**src/fracn_pll_pkg.sv**
```systemverilog
// Purpose: shared constants and carriers for the synthesizer frequency control block
// Assumes: serial frames of 31 clocks: write flag, 6 address bits, 24 data bits (msb first)
// Notes:   field positions inside the pump and config registers are local choices
package fracn_pll_pkg;

  // frame geometry
  localparam int          FRAME_BITS  = 31;
  localparam int          ADDR_BITS   = 6;
  localparam int          DATA_BITS   = 24;
  localparam logic [4:0]  ADDR_DONE   = 5'h07;   // write flag plus address received
  localparam logic [4:0]  HOP_EDGE    = 5'h1F;   // 31st serial clock

  // register addresses
  localparam logic [5:0]  ADDR_ENABLE = 6'h01;
  localparam logic [5:0]  ADDR_REFDIV = 6'h03;
  localparam logic [5:0]  ADDR_PGAIN  = 6'h07;
  localparam logic [5:0]  ADDR_PTRIM  = 6'h08;
  localparam logic [5:0]  ADDR_INTW   = 6'h0F;
  localparam logic [5:0]  ADDR_FRACW  = 6'h10;
  localparam logic [5:0]  ADDR_DSMCFG = 6'h12;
  localparam logic [5:0]  ADDR_LDCFG  = 6'h1A;
  localparam logic [5:0]  ADDR_SLIPCF = 6'h1C;

  // field positions
  localparam int BIT_SLIP_EN   = 15;   // enable register
  localparam int BIT_DSM_RUN   = 13;   // enable register
  localparam int BIT_INT_MODE  = 3;    // dsm config register
  localparam int BIT_WIN_UP    = 11;   // lock detect config
  localparam int BIT_WIN_ASYM  = 10;   // lock detect config

  // reset values; modulator released so fractional mode is the default
  localparam logic [15:0] ENABLE_RST  = 16'h2000;
  localparam logic [13:0] REFDIV_RST  = 14'h0001;
  localparam logic [15:0] INTW_RST    = 16'h0024;
  localparam logic [23:0] FRACW_RST   = 24'h00_0000;

  // divider limits
  localparam logic [15:0] INTW_MIN    = 16'h0024;  // 36
  localparam logic [15:0] INTW_MAX    = 16'hFFFD;  // 65533
  localparam logic [16:0] DIV_FLOOR   = 17'h0_0020; // 32

  // pump code carrier
  typedef struct packed {
    logic [4:0] up_gain;   // 125 uA per step
    logic [4:0] dn_gain;
    logic [2:0] up_trim;   // 14.7 uA per step
    logic [2:0] dn_trim;
    logic [3:0] up_leak;   // 28.7 uA per step
    logic [3:0] dn_leak;
  } pump_codes_s;

  typedef enum logic [1:0] {
    SLIP_IDLE = 2'b00,
    SLIP_UP   = 2'b01,
    SLIP_DN   = 2'b10
  } slip_state_e;

endpackage

```
**src/fracn_pll_freq_program_ctrl.sv**
```systemverilog
// Purpose: serial-programmed frequency, mode, slip guard and pump code control
// Assumes: serial pins sampled synchronously on CLK_I, SCLK much slower than CLK_I
// Notes:   hop fires on the falling edge of serial clock 31 of a qualifying write
`timescale 1ns/1ps
module fracn_pll_freq_program_ctrl
  import fracn_pll_pkg::*;
(
  // clock and reset
  input  wire logic                      CLK_I,
  input  wire logic                      RST_N_I,
  // serial port
  input  wire logic                      SCLK_I,
  input  wire logic                      SEN_I,
  input  wire logic                      SDI_I,
  output logic                           SDO_O,
  // phase detector status from analog side
  input  wire logic                      VCO_SLOW_I,
  input  wire logic                      VCO_FAST_I,
  input  wire logic                      FREQ_NEAR_I,
  // divider control
  output logic [15:0]                    INT_WORD_O,
  output logic [23:0]                    FRAC_WORD_O,
  output logic [16:0]                    DIV_N_O,
  output logic [13:0]                    REF_DIV_O,
  output logic                           DSM_EN_O,
  output logic                           HOP_O,
  // phase detector and pump control
  output logic                           SLIP_GUARD_EN_O,
  output logic                           PFD_GAIN_MAX_O,
  output logic [3:0]                     SLIP_MAG_O,
  output fracn_pll_pkg::pump_codes_s     PUMP_CODES_O,
  output logic                           WIN_LAG_O,
  output logic                           WIN_LEAD_O
);
  import fracn_pll_pkg::*;

  ////////////////////////////////////////////////////////////////////////////
  // serial deserializer

  logic              sclk_reg;
  logic [4:0]        bit_cnt_reg;
  logic [30:0]       shift_reg;
  logic [23:0]       rd_shift_reg;
  logic              sdo_reg;
  logic              sclk_rise;
  logic              sclk_fall;
  logic              commit;
  logic              is_write;
  logic [5:0]        frame_addr;
  logic [23:0]       frame_data;

  assign sclk_rise  = SCLK_I & ~sclk_reg;
  assign sclk_fall  = ~SCLK_I & sclk_reg;
  assign is_write   = shift_reg[FRAME_BITS-1];
  assign frame_addr = shift_reg[DATA_BITS +: ADDR_BITS];
  assign frame_data = shift_reg[DATA_BITS-1:0];
  // commit on the falling edge that closes the 31st clock
  assign commit     = SEN_I & sclk_fall & (bit_cnt_reg == HOP_EDGE) & is_write;

  // edge history of the serial clock
  always_ff @(posedge CLK_I)
  begin
    if (!RST_N_I)
      sclk_reg <= 1'b0;
    else
      sclk_reg <= SCLK_I;
  end

  // bit counter and shifter; dropping SEN aborts a partial frame
  always_ff @(posedge CLK_I)
  begin
    if (!RST_N_I)
    begin
      bit_cnt_reg <= 5'h00;
      shift_reg   <= '0;
    end
    else if (!SEN_I)
      bit_cnt_reg <= 5'h00;
    else if (sclk_rise && bit_cnt_reg != HOP_EDGE)
    begin
      bit_cnt_reg <= bit_cnt_reg + 5'h01;
      shift_reg   <= {shift_reg[29:0], SDI_I};
    end
  end

  ////////////////////////////////////////////////////////////////////////////
  // register file

  logic [15:0]       enable_reg;
  logic [13:0]       refdiv_reg;
  logic [15:0]       intw_reg;
  logic [23:0]       fracw_reg;
  logic              int_mode_reg;
  logic [1:0]        win_cfg_reg;
  logic [3:0]        slip_mag_reg;
  pump_codes_s       pump_reg;
  logic              frac_mode;
  logic              int_ok;

  // fractional mode needs int-mode clear and modulator released
  assign frac_mode = ~int_mode_reg & enable_reg[BIT_DSM_RUN];
  assign int_ok    = (frame_data[15:0] >= INTW_MIN) && (frame_data[15:0] <= INTW_MAX);

  // plain register writes
  always_ff @(posedge CLK_I)
  begin
    if (!RST_N_I)
    begin
      enable_reg   <= ENABLE_RST;
      refdiv_reg   <= REFDIV_RST;
      fracw_reg    <= FRACW_RST;
      int_mode_reg <= 1'b0;
      win_cfg_reg  <= 2'b00;
      slip_mag_reg <= 4'h0;
      pump_reg     <= '0;
    end
    else if (commit)
    begin
      case (frame_addr)
        ADDR_ENABLE: enable_reg   <= frame_data[15:0];
        ADDR_REFDIV: refdiv_reg   <= frame_data[13:0];
        ADDR_FRACW:  fracw_reg    <= frame_data;
        ADDR_DSMCFG: int_mode_reg <= frame_data[BIT_INT_MODE];
        ADDR_LDCFG:  win_cfg_reg  <= frame_data[BIT_WIN_ASYM +: 2];
        ADDR_SLIPCF: slip_mag_reg <= frame_data[3:0];
        ADDR_PGAIN:
        begin
          pump_reg.up_gain <= frame_data[4:0];
          pump_reg.dn_gain <= frame_data[9:5];
        end
        ADDR_PTRIM:
        begin
          pump_reg.up_trim <= frame_data[2:0];
          pump_reg.dn_trim <= frame_data[5:3];
          pump_reg.up_leak <= frame_data[9:6];
          pump_reg.dn_leak <= frame_data[13:10];
        end
        default: ;
      endcase
    end
  end

  // integer word register; out of range words are ignored
  always_ff @(posedge CLK_I)
  begin
    if (!RST_N_I)
      intw_reg <= INTW_RST;
    else if (commit && frame_addr == ADDR_INTW && int_ok)
      intw_reg <= frame_data[15:0];
  end

  ////////////////////////////////////////////////////////////////////////////
  // read path: data word shifted out msb first on falling serial clocks

  function automatic logic [23:0] read_mux(input logic [5:0] a);
    case (a)
      ADDR_ENABLE: read_mux = {8'h00, enable_reg};
      ADDR_REFDIV: read_mux = {10'h000, refdiv_reg};
      ADDR_PGAIN:  read_mux = {14'h0000, pump_reg.dn_gain, pump_reg.up_gain};
      ADDR_PTRIM:  read_mux = {10'h000, pump_reg.dn_leak, pump_reg.up_leak,
                               pump_reg.dn_trim, pump_reg.up_trim};
      ADDR_INTW:   read_mux = {8'h00, intw_reg};
      ADDR_FRACW:  read_mux = fracw_reg;
      ADDR_DSMCFG: read_mux = {20'h0_0000, int_mode_reg, 3'h0};
      ADDR_LDCFG:  read_mux = {12'h000, win_cfg_reg, 10'h000};
      ADDR_SLIPCF: read_mux = {20'h0_0000, slip_mag_reg};
      default:     read_mux = 24'h00_0000;
    endcase
  endfunction

  // addressed read word; a function result cannot be part-selected directly
  logic [23:0]       rd_word;

  assign rd_word = read_mux(shift_reg[ADDR_BITS-1:0]);

  // load after the address arrives, then shift once per falling clock
  always_ff @(posedge CLK_I)
  begin
    if (!RST_N_I)
    begin
      rd_shift_reg <= 24'h00_0000;
      sdo_reg      <= 1'b0;
    end
    else if (!SEN_I)
      sdo_reg <= 1'b0;
    else if (sclk_fall && bit_cnt_reg == ADDR_DONE && !shift_reg[ADDR_BITS])
    begin
      rd_shift_reg <= {rd_word[22:0], 1'b0};
      sdo_reg      <= rd_word[23];
    end
    else if (sclk_fall && bit_cnt_reg > ADDR_DONE)
    begin
      rd_shift_reg <= {rd_shift_reg[22:0], 1'b0};
      sdo_reg      <= rd_shift_reg[23];
    end
  end

  ////////////////////////////////////////////////////////////////////////////
  // hop control: held integer word and applied divider words

  logic [15:0]       held_int_reg;
  logic [15:0]       app_int_reg;
  logic [23:0]       app_frac_reg;
  logic              hop_reg;
  logic              frac_hop;
  logic              int_hop;

  assign frac_hop = commit && frame_addr == ADDR_FRACW && frac_mode;
  assign int_hop  = commit && frame_addr == ADDR_INTW && !frac_mode && int_ok;

  // integer writes in fractional mode wait here for the next fraction write
  always_ff @(posedge CLK_I)
  begin
    if (!RST_N_I)
      held_int_reg <= INTW_RST;
    else if (commit && frame_addr == ADDR_INTW && int_ok)
      held_int_reg <= frame_data[15:0];
  end

  // on a fraction write in fractional mode both words move in the same cycle so no mixed frequency appears
  always_ff @(posedge CLK_I)
  begin
    if (!RST_N_I)
    begin
      app_int_reg  <= INTW_RST;
      app_frac_reg <= FRACW_RST;
    end
    else if (frac_hop)
    begin
      app_int_reg  <= held_int_reg;
      app_frac_reg <= frame_data;
    end
    else if (int_hop)
      app_int_reg  <= frame_data[15:0];
  end

  // one-cycle hop strobe
  always_ff @(posedge CLK_I)
  begin
    if (!RST_N_I)
      hop_reg <= 1'b0;
    else
      hop_reg <= frac_hop | int_hop;
  end

  ////////////////////////////////////////////////////////////////////////////
  // slip guard: temporary divide offset during acquisition

  slip_state_e       slip_reg;
  slip_state_e       slip_next;
  logic [16:0]       div_n_reg;
  logic [16:0]       div_n_next;
  logic              slip_en;

  assign slip_en = enable_reg[BIT_SLIP_EN];

  // floor the divide ratio; small targets lose slip authority here
  function automatic logic [16:0] floor_div(input logic [16:0] n);
    floor_div = (n < DIV_FLOOR) ? DIV_FLOOR : n;
  endfunction

  // pick offset direction from which side the divided vco sits
  always_comb
  begin
    slip_next = SLIP_IDLE;
    if (slip_en && !FREQ_NEAR_I)
    begin
      if (VCO_SLOW_I)
        slip_next = SLIP_DN;
      else if (VCO_FAST_I)
        slip_next = SLIP_UP;
    end
  end

  always_ff @(posedge CLK_I)
  begin
    if (!RST_N_I)
      slip_reg <= SLIP_IDLE;
    else
      slip_reg <= slip_next;
  end

  // slow vco needs a smaller N, fast vco a larger one
  always_comb
  begin
    case (slip_next)
      SLIP_UP: div_n_next = floor_div({1'b0, app_int_reg} + {13'h0000, slip_mag_reg});
      SLIP_DN: div_n_next = floor_div({1'b0, app_int_reg} - {13'h0000, slip_mag_reg});
      default: div_n_next = floor_div({1'b0, app_int_reg});
    endcase
  end

  always_ff @(posedge CLK_I)
  begin
    if (!RST_N_I)
      div_n_reg <= {1'b0, INTW_RST};
    else
      div_n_reg <= div_n_next;
  end

  ////////////////////////////////////////////////////////////////////////////
  // registered outputs

  logic              dsm_en_reg;
  logic              win_lag_reg;
  logic              win_lead_reg;

  always_ff @(posedge CLK_I)
  begin
    if (!RST_N_I)
    begin
      dsm_en_reg   <= 1'b1;
      win_lag_reg  <= 1'b0;
      win_lead_reg <= 1'b0;
    end
    else
    begin
      dsm_en_reg   <= frac_mode;
      win_lag_reg  <= win_cfg_reg[0] & win_cfg_reg[1];
      win_lead_reg <= win_cfg_reg[0] & ~win_cfg_reg[1];
    end
  end

  assign SDO_O           = sdo_reg;
  assign INT_WORD_O      = app_int_reg;
  assign FRAC_WORD_O     = app_frac_reg;
  assign DIV_N_O         = div_n_reg;
  assign REF_DIV_O       = refdiv_reg;
  assign DSM_EN_O        = dsm_en_reg;
  assign HOP_O           = hop_reg;
  assign SLIP_GUARD_EN_O = enable_reg[BIT_SLIP_EN];
  assign PFD_GAIN_MAX_O  = (slip_reg != SLIP_IDLE);
  assign SLIP_MAG_O      = slip_mag_reg;
  assign PUMP_CODES_O    = pump_reg;
  assign WIN_LAG_O       = win_lag_reg;
  assign WIN_LEAD_O      = win_lead_reg;

  ////////////////////////////////////////////////////////////////////////////
  // checks

  floor_div_a: assert property (@(posedge CLK_I) disable iff (!RST_N_I)
    DIV_N_O >= DIV_FLOOR)
    else $error("divider below floor");

  slip_gate_a: assert property (@(posedge CLK_I) disable iff (!RST_N_I)
    !enable_reg[BIT_SLIP_EN] |=> !PFD_GAIN_MAX_O)
    else $error("slip guard active while disabled");

  slip_down_a: assert property (@(posedge CLK_I) disable iff (!RST_N_I)
    (slip_en && !FREQ_NEAR_I && VCO_SLOW_I && app_int_reg > 16'h0040 && !frac_hop && !int_hop)
    |=> DIV_N_O == {1'b0, $past(app_int_reg)} - {13'h0000, $past(slip_mag_reg)})
    else $error("slow vco did not lower N");

  frac_hop_a: assert property (@(posedge CLK_I) disable iff (!RST_N_I)
    frac_hop |=> HOP_O && INT_WORD_O == $past(held_int_reg)
      && FRAC_WORD_O == $past(frame_data))
    else $error("fractional hop words not loaded together");

  int_hold_a: assert property (@(posedge CLK_I) disable iff (!RST_N_I)
    (commit && frame_addr == ADDR_INTW && frac_mode) |=> $stable(INT_WORD_O) && !HOP_O)
    else $error("integer write applied in fractional mode");

  int_hop_a: assert property (@(posedge CLK_I) disable iff (!RST_N_I)
    int_hop |=> HOP_O && INT_WORD_O == $past(frame_data[15:0]))
    else $error("integer mode hop missing");

  hop_edge_a: assert property (@(posedge CLK_I) disable iff (!RST_N_I)
    HOP_O |-> $past(sclk_fall) && $past(bit_cnt_reg) == HOP_EDGE)
    else $error("hop outside serial clock 31 fall");

  range_a: assert property (@(posedge CLK_I) disable iff (!RST_N_I)
    (commit && frame_addr == ADDR_INTW && !int_ok) |=> $stable(intw_reg))
    else $error("out of range integer word accepted");

  dsm_mode_a: assert property (@(posedge CLK_I) disable iff (!RST_N_I)
    ##1 DSM_EN_O == $past(frac_mode))
    else $error("modulator enable disagrees with mode");

  window_a: assert property (@(posedge CLK_I) disable iff (!RST_N_I)
    !(WIN_LAG_O && WIN_LEAD_O) and (win_cfg_reg == 2'b11 |=> WIN_LAG_O))
    else $error("lock window shift wrong");

endmodule

```
**config.mk**
```make
export PLATFORM = sky130hd
export DESIGN_NAME = fracn_pll_freq_program_ctrl
export DESIGN_NICKNAME = d
export VERILOG_FILES = /design/src/fracn_pll_pkg.sv /design/src/fracn_pll_freq_program_ctrl.sv
export SDC_FILE = /design/constraint.sdc
export NUM_CORES = 1
export LEC_CHECK = 0
export BUFFER_PORTS_ARGS = -buffer_cell sky130_fd_sc_hd__buf_2
export CAP_MARGIN = 0
export CORE_MARGIN = 4
export CORE_UTILIZATION = 64
export CTS_CLUSTER_SIZE = 28
export DETAILED_ROUTE_END_ITERATION = 7
export PLACE_DENSITY = 0.95
export SYNTH_ARGS = -nofsm -noshare
export SYNTH_HDL_FRONTEND = slang
export SYNTH_SLANG_ARGS = --single-unit
```
**constraint.sdc**
```tcl
create_clock -name CLK_I -period 5.8 [get_ports CLK_I]
set_input_delay 0.29 -clock CLK_I [delete_from_list [all_inputs] [get_ports CLK_I]]
set_output_delay 0.29 -clock CLK_I [all_outputs]
set_load 0.03 [all_outputs]
```
# Word-level counts from Yosys, hierarchy flattened
# Index checks and enable logic that the tools add are counted.
[op_classes] n_addsub=3 div_mod_pow=0 n_shift=0 muxes=14 reduce_logical=29 eq_ne=23 n_mul=0 bitwise=13 magnitude_cmp=6
[op_table] operator="$pmux W24 S9" count=1
[op_table] operator="$eq A6 B5 Y1 const B" count=8
[op_table] operator="$mux W16" count=3
[op_table] operator="$mux W24" count=2
[op_table] operator="$lt A17 B6 Y1 const B" count=2
[op_table] operator="$mux W17" count=2
[op_table] operator="$pmux W17 S2" count=1
[op_table] operator="$eq A6 B4 Y1 const B" count=4
[op_table] operator="$reduce_and A2 Y1" count=11
[op_table] operator="$add A16 B4 Y17" count=1
[op_table] operator="$sub A16 B4 Y17" count=1
[op_table] operator="$ge A16 B6 Y1 const B" count=1
[op_table] operator="$le A16 B16 Y1 const B" count=1
[op_table] operator="$lt A16 B6 Y1 const B" count=1
[op_table] operator="$eq A6 B1 Y1 const B" count=2
[op_table] operator="$eq A6 B2 Y1 const B" count=2
[op_table] operator="$eq A6 B3 Y1 const B" count=2
[op_table] operator="$logic_and A1 B1 Y1" count=12
[op_table] operator="$and A1 B1 Y1" count=8
[op_table] operator="$reduce_bool A2 Y1" count=3
[op_table] operator="$add A5 B1 Y5 const B" count=1
[op_table] operator="$eq A5 B3 Y1 const B" count=1
[op_table] operator="$eq A5 B5 Y1 const B" count=1
[op_table] operator="$gt A5 B3 Y1 const B" count=1
[op_table] operator="other kinds (8)" count=16
[totals] wordCells=114 memories=0 mem_bits_ro=0 ff_bits=226 latchBits=0 ram_bits=0 output_inout_bits=106 in_bits=8

# Logic depth before layout (Yosys ltp)
[depth] ltp_word=10 depth_mapped=12 depth_no_buf=11

# Worst setup path before layout
# Ideal clock, no wire load.
[synth_path] kind="reg-to-reg" startpoint="register slip_mag_reg[0], in the netlist SLIP_MAG_O[0]" endpoint="register div_n_reg[4], in the netlist DIV_N_O[4]" setup_time_ps=122 slack_ps=2552 arrival_time_ps=3126 path_stages_with_launch=12 period_less_slack_ps=3248 cell_sequence="dfxtp_1 ha_1 inv_1 fa_1 or2_4 a211oi_2 nand2_1 xor2_1 o2111ai_2 o41ai_4 nor2_2 o311a_1"
[synth_via] elab_chain_len=4 word_cells_on_any_way=7 classes_between="add/sub: 2; order compare: 2; mux: 3"
[synth_lines] item="from (decl)" line_no="fracn_pll_freq_program_ctrl.sv:95" text="logic [3:0] slip_mag_reg;"
[synth_lines] item="from (signal assigned)" line_no="fracn_pll_freq_program_ctrl.sv:125" text="ADDR_SLIPCF: slip_mag_reg <= frame_data[3:0];"
[synth_lines] item="$sub A16 B4 Y17 or $add A16 B4 Y17 (tied branches)" line_no="fracn_pll_freq_program_ctrl.sv:288, fracn_pll_freq_program_ctrl.sv:287"
[synth_lines] item="$lt A17 B6 Y1" line_no="fracn_pll_freq_program_ctrl.sv:259" text="floor_div = (n < DIV_FLOOR) ? DIV_FLOOR : n;"
[synth_lines] item="$mux W17" line_no="fracn_pll_freq_program_ctrl.sv:259"
[synth_lines] item="$pmux W17 S2 (*)" line_no="fracn_pll_freq_program_ctrl.sv:286" text="case (slip_next)"
[synth_lines] item="to (signal assigned)" line_no="fracn_pll_freq_program_ctrl.sv:296" text="div_n_reg <= {1'b0, INTW_RST};"
[synth_lines] item="to (signal assigned)" line_no="fracn_pll_freq_program_ctrl.sv:298" text="div_n_reg <= div_n_next;"
[synth_lines] item="to (decl)" line_no="fracn_pll_freq_program_ctrl.sv:251" text="logic [16:0] div_n_reg;"
# Mark *: on every way between the ends. The rest lies on a longest branch, timed or not.
# A chain may end at the register's enable or synchronous reset.

# Final worst setup path
[layout_path] startpoint="register bit_cnt_reg[0]" endpoint="register app_int_reg[6], in the netlist INT_WORD_O[6]"
[layout_via] elab_chain_len=7 word_cells_on_any_way=10 classes_between="eq/ne: 1; mux: 1; bitwise: 2; reduce/logical: 6"
[layout_lines] item="from (decl)" line_no="fracn_pll_freq_program_ctrl.sv:41" text="logic [4:0] bit_cnt_reg;"
[layout_lines] item="from (signal assigned)" line_no="fracn_pll_freq_program_ctrl.sv:81" text="bit_cnt_reg <= bit_cnt_reg + 5'h01;"
[layout_lines] item="$eq A5 B5 Y1 (*)" line_no="fracn_pll_freq_program_ctrl.sv:58" text="assign commit = SEN_I & sclk_fall & (bit_cnt_reg == HOP_EDGE) & is_write;"
[layout_lines] item="$and A1 B1 Y1 (*) (2 in series)" line_no="fracn_pll_freq_program_ctrl.sv:58"
[layout_lines] item="$logic_and A1 B1 Y1 (3 in series)" line_no="fracn_pll_freq_program_ctrl.sv:209" text="assign int_hop = commit && frame_addr == ADDR_INTW && !frac_mode && int_ok;"
[layout_lines] item="$reduce_bool A2 Y1 (no line)"
[layout_lines] item="to (signal assigned)" line_no="fracn_pll_freq_program_ctrl.sv:230" text="app_int_reg <= held_int_reg;"
[layout_lines] item="to (signal assigned)" line_no="fracn_pll_freq_program_ctrl.sv:234" text="app_int_reg <= frame_data[15:0];"
[layout_lines] item="to (decl)" line_no="fracn_pll_freq_program_ctrl.sv:202" text="logic [15:0] app_int_reg;"
# Marks and branches as above.

==> impl.org <==
** Setup path
- At the worst endpoint, the required time is 6210 ps.
- In this run the worst path has a maximum fanout of 32.
- The setup path with the least slack is of type reg2reg.
- The number of buffers and inverters on the critical path is 0.
- For this run, the slowest stage of the critical path takes 1070 ps.
- The kind of cell with the highest combined delay along the critical path is simple AND/OR/NAND/NOR gates.
- Launch point of the worst path :: bit_cnt_reg[0]
- In this run the critical register-to-register path is launched from bit_cnt_reg[0].
- STA classifies the critical path endpoint as a flip-flop.
- The largest individual stage delay along the critical path comes from the cell sky130_fd_sc_hd__o21ai_2.
- Startpoint Class :: flip-flop
- At the worst endpoint, the arrival time is 4680 ps.
- The cell that appears most often on the critical path is sky130_fd_sc_hd__ha_1.
- Walking the worst path, the cells encountered are ha_1, and3_1, ha_1, nand4_1, nor3b_2, nand2_1, or3_1, o21ai_2, nand3_1, o211a_1.

** Power
- In this run the power density over the cells is 264.3 mW/mm2.
- Static leakage power :: 0.004918 uW
- The worst-case IR drop observed on VDD is 284.4 uV.

** Status
- Violations in the final reports :: DRC
- Run status :: complete, but fails checks

** Floorplan
- Row generation in the floorplan step produced 47 rows.
- The die is 138.3 um wide.
- Starting Density :: 65.33%
- The die covers 0.01914 mm2.
- Boundary Pins :: 114
- Die Y :: 138.3 um
- The core region is 0.01664 mm2.

** STA
- Final Hold Viols :: 0
- Setup violations remaining at the end of the flow were counted as 0.
- After layout, the minimum clock period comes to 4264 ps.
- Between clock sinks in the finished design, the worst skew comes to 23.42 ps.
- Achievable Freq :: 234.5 MHz
- Total negative setup slack :: 0 ps
- The final count of pins violating max slew was 0.
- For the pin with the worst max-slew slack, the measured transition is 1196 ps.
- Period utilization :: 73.52%
- The worst pin sits at a relative slew slack of 20.05%.
- Unrepaired setup endpoints after global routing :: no

** Global routing
- Busiest layer in global routing :: met2
- For this run, the total global-route usage over all layers was measured as 32.27%.
- The number of global-route vias before repair was 9,898.
- In the global route stage, met2 resource usage came out at 51.82%.
- Largest net degree at the start of global routing :: 106
- Met1 track demand over resource :: 41.87%
- Global-route wire length before repair :: 51,850 um
- Total congestion overflow :: 0
- Initial antenna violation count :: 0
- In the global route stage, met3 resource usage came out at 6.008%.

** Run
- Max-cap violations in this run came to 0.

** Place
- Total of buffers placed on input and output ports :: 113
- Final HPWL from detailed placement :: 20,730 um
- Routability congestion estimate from global placement :: 0.9568
- In this run the cell area measured after placement is 0.01139 mm2.

** CTS
- Post-CTS timing repair inserted 0 buffers for setup.
- Worst-path clk slew :: 60 ps
- Number of buffers inserted by hold repair at cts :: 0
- Clock tree from TritonCTS :: done
- In this run the number of H-tree levels came out at 1.
- The longest clock path from root to sink contains 3 buffers.
- The clock net in this run drives a total of 225 sinks.
- At the later pin of the worst-skew pair, clock insertion delay measures 540 ps.
- Root Driver :: sky130_fd_sc_hd__clkbuf_16
- After clock tree synthesis, the repair step resized 0 gates.
- Clock tree synthesis inserted a total of 24 buffers.

** Synth
- Sorting the synthesized cells by how often they occur yields sky130_fd_sc_hd__nand2_1 (363), sky130_fd_sc_hd__dfxtp_1 (225), sky130_fd_sc_hd__a21boi_0 (117).
- Biggest area contributors in the synthesized netlist :: sky130_fd_sc_hd__dfxtp_1 (41%), sky130_fd_sc_hd__nand2_1 (13%), sky130_fd_sc_hd__a21boi_0 (8.1%)
- Yosys top cell by area :: sky130_fd_sc_hd__dfxtp_1
- Post-synthesis average cell area :: 8.225 um2
- Cell count after synthesis :: 1,322
- Number of register bits inferred by synthesis :: 225
- Share of async-settable or async-resettable flops after synthesis :: 0%
- Synth Cell Area :: 0.01087 mm2
- The most common cell in the synthesized netlist is sky130_fd_sc_hd__nand2_1.
- Post-synth net total :: 1,344
- In this run, distinct cell masters in the synthesized netlist total 78.
- Share of the yosys chip area belonging to registers :: 41.43%
- Count of flip-flops with a built-in enable after synthesis :: 0
- During synthesis, Yosys emitted a total of 0 warnings.
- Most common flop cell mapped by yosys :: sky130_fd_sc_hd__dfxtp_1
- Summed over its instances, the top area cell type makes up 41.43% of the synthesized netlist area.

** Layout
- The net count of the finished layout is 1,383.
- From synthesis to final layout, the design area changed by 12.61%.
- Largest register FFs :: 31
- Layout cells sized above 1 :: 14.66%
- Inserted Diodes :: 0
- Total of fill cells in the finished design :: 1,140
- Non-Filler Cell Area, Final :: 0.01224 mm2

** Route
- For this run, design rule violations remaining after detail routing come to 3.
- The detail route stage leaves a number of antenna-violating nets equal to 0.
- Across all layers, the routed design uses 10,460 vias.
- Dividing the detail-routed wire length by the instance count gives 20.33 um.
- Number of vias per cell after detailed routing :: 6.548
- Final WL :: 32,490 um
- After the first detailed-routing iteration, the DRC count stood at 1,474.
- The pre-antenna-repair detailed-routing pass consisted of 8 iterations.

** Worst hold path
- The min-delay analysis places its worst path in the category in2reg.
- Worst min-delay path startpoint :: SDI_I
==> per-stage QoR <==
step	power, uW	utilization [%]	worst slack [ps]	hold slack, ps	instances
global route	3307	73.57	1233	18.88	1598
global placement	1638	68.42	1931	436.7	1555
finish	3236	73.57	1536	6.713	1598
detailed placement	1638	68.42	1729	441.3	1555
floorplan	1625	-	2552	411.7	1322
CTS	3236	73.57	1648	4.727	1598
==> area by class of cell <==
class | instances | area, um2 | share of cell area [%]
Clock buffer | 33 | 704.4 | 5.753
Sequential cell | 225 | 4504 | 36.79
Tap cell | 220 | 275.3 | 2.248
Clock inverter | 10 | 152.6 | 1.247
Inverter | 16 | 60.06 | 0.4905
Multi-Input combinational cell | 963 | 5844 | 47.73
Timing Repair Buffer | 131 | 703.2 | 5.743
==> cell usage in the layout, fill, tap and decap left out, types with 6 or more instances in the layout <==
| cell type | instances |
|---|---|
| sky130_fd_sc_hd__a21boi_0 | 117 |
| sky130_fd_sc_hd__a21boi_1 | 17 |
| sky130_fd_sc_hd__a21oi_1 | 12 |
| sky130_fd_sc_hd__a222oi_1 | 8 |
| sky130_fd_sc_hd__a22oi_1 | 37 |
| sky130_fd_sc_hd__a31oi_1 | 7 |
| sky130_fd_sc_hd__a32oi_1 | 9 |
| sky130_fd_sc_hd__and2_1 | 17 |
| sky130_fd_sc_hd__and3_1 | 10 |
| sky130_fd_sc_hd__buf_2 | 112 |
| sky130_fd_sc_hd__buf_4 | 19 |
| sky130_fd_sc_hd__clkbuf_16 | 24 |
| sky130_fd_sc_hd__clkbuf_8 | 7 |
| sky130_fd_sc_hd__dfxtp_1 | 225 |
| sky130_fd_sc_hd__ha_1 | 12 |
| sky130_fd_sc_hd__inv_1 | 16 |
| sky130_fd_sc_hd__mux2_2 | 9 |
| sky130_fd_sc_hd__mux2i_1 | 28 |
| sky130_fd_sc_hd__nand2_1 | 363 |
| sky130_fd_sc_hd__nand2b_1 | 6 |
| sky130_fd_sc_hd__nand3_1 | 37 |
| sky130_fd_sc_hd__nand4_1 | 8 |
| sky130_fd_sc_hd__nor2_1 | 37 |
| sky130_fd_sc_hd__nor2b_1 | 31 |
| sky130_fd_sc_hd__nor3_1 | 12 |
| sky130_fd_sc_hd__nor4_1 | 9 |
| sky130_fd_sc_hd__o211a_1 | 37 |
| sky130_fd_sc_hd__o21a_1 | 6 |
| sky130_fd_sc_hd__o21ai_0 | 30 |
| sky130_fd_sc_hd__o21ai_1 | 7 |
| sky130_fd_sc_hd__or3_1 | 6 |
| sky130_fd_sc_hd__xnor2_1 | 8 |
| sky130_fd_sc_hd__xor2_1 | 6 |
==> tightest hold or removal path: stages <==
cell and delay (ps):
sky130_fd_sc_hd__buf_2 100, sky130_fd_sc_hd__nand2_1 40, sky130_fd_sc_hd__a21boi_0 60
==> kinds of logic after synthesis <==
logic type | Yosys count | share of synthesized area [%]
fa+ha+maj | 14 | 1.749
buf+inv | 134 | 4.925
xor+xnor | 14 | 1.128
mux | 37 | 3.510
compound gates | 327 | 23.45
flops | 225 | 41.43
simple gates | 571 | 23.81
==> final timing paths <==
path,to,slack (ps),cells past startpoint
hold reg to reg,enable_reg[8],450,2
setup reg to reg,INT_WORD_O[6],1540,10
hold / removal,shift_reg[0],7,3
setup / recovery,INT_WORD_O[6],1540,10
==> power by group <==
part | internal [uW] | switching (uW)
clock | 986 | 643
sequential | 1550 | 1.69
combinational | 21.1 | 37.2
total | 2550 | 682
==> metal layers <==
metal	share of wire (%)	up-vias
met4	6.3	0
met5	0	-
met2	45	760
met3	11	198
met1	37	4843
li1	-	4662
Power figures use the tool's default switching activity.
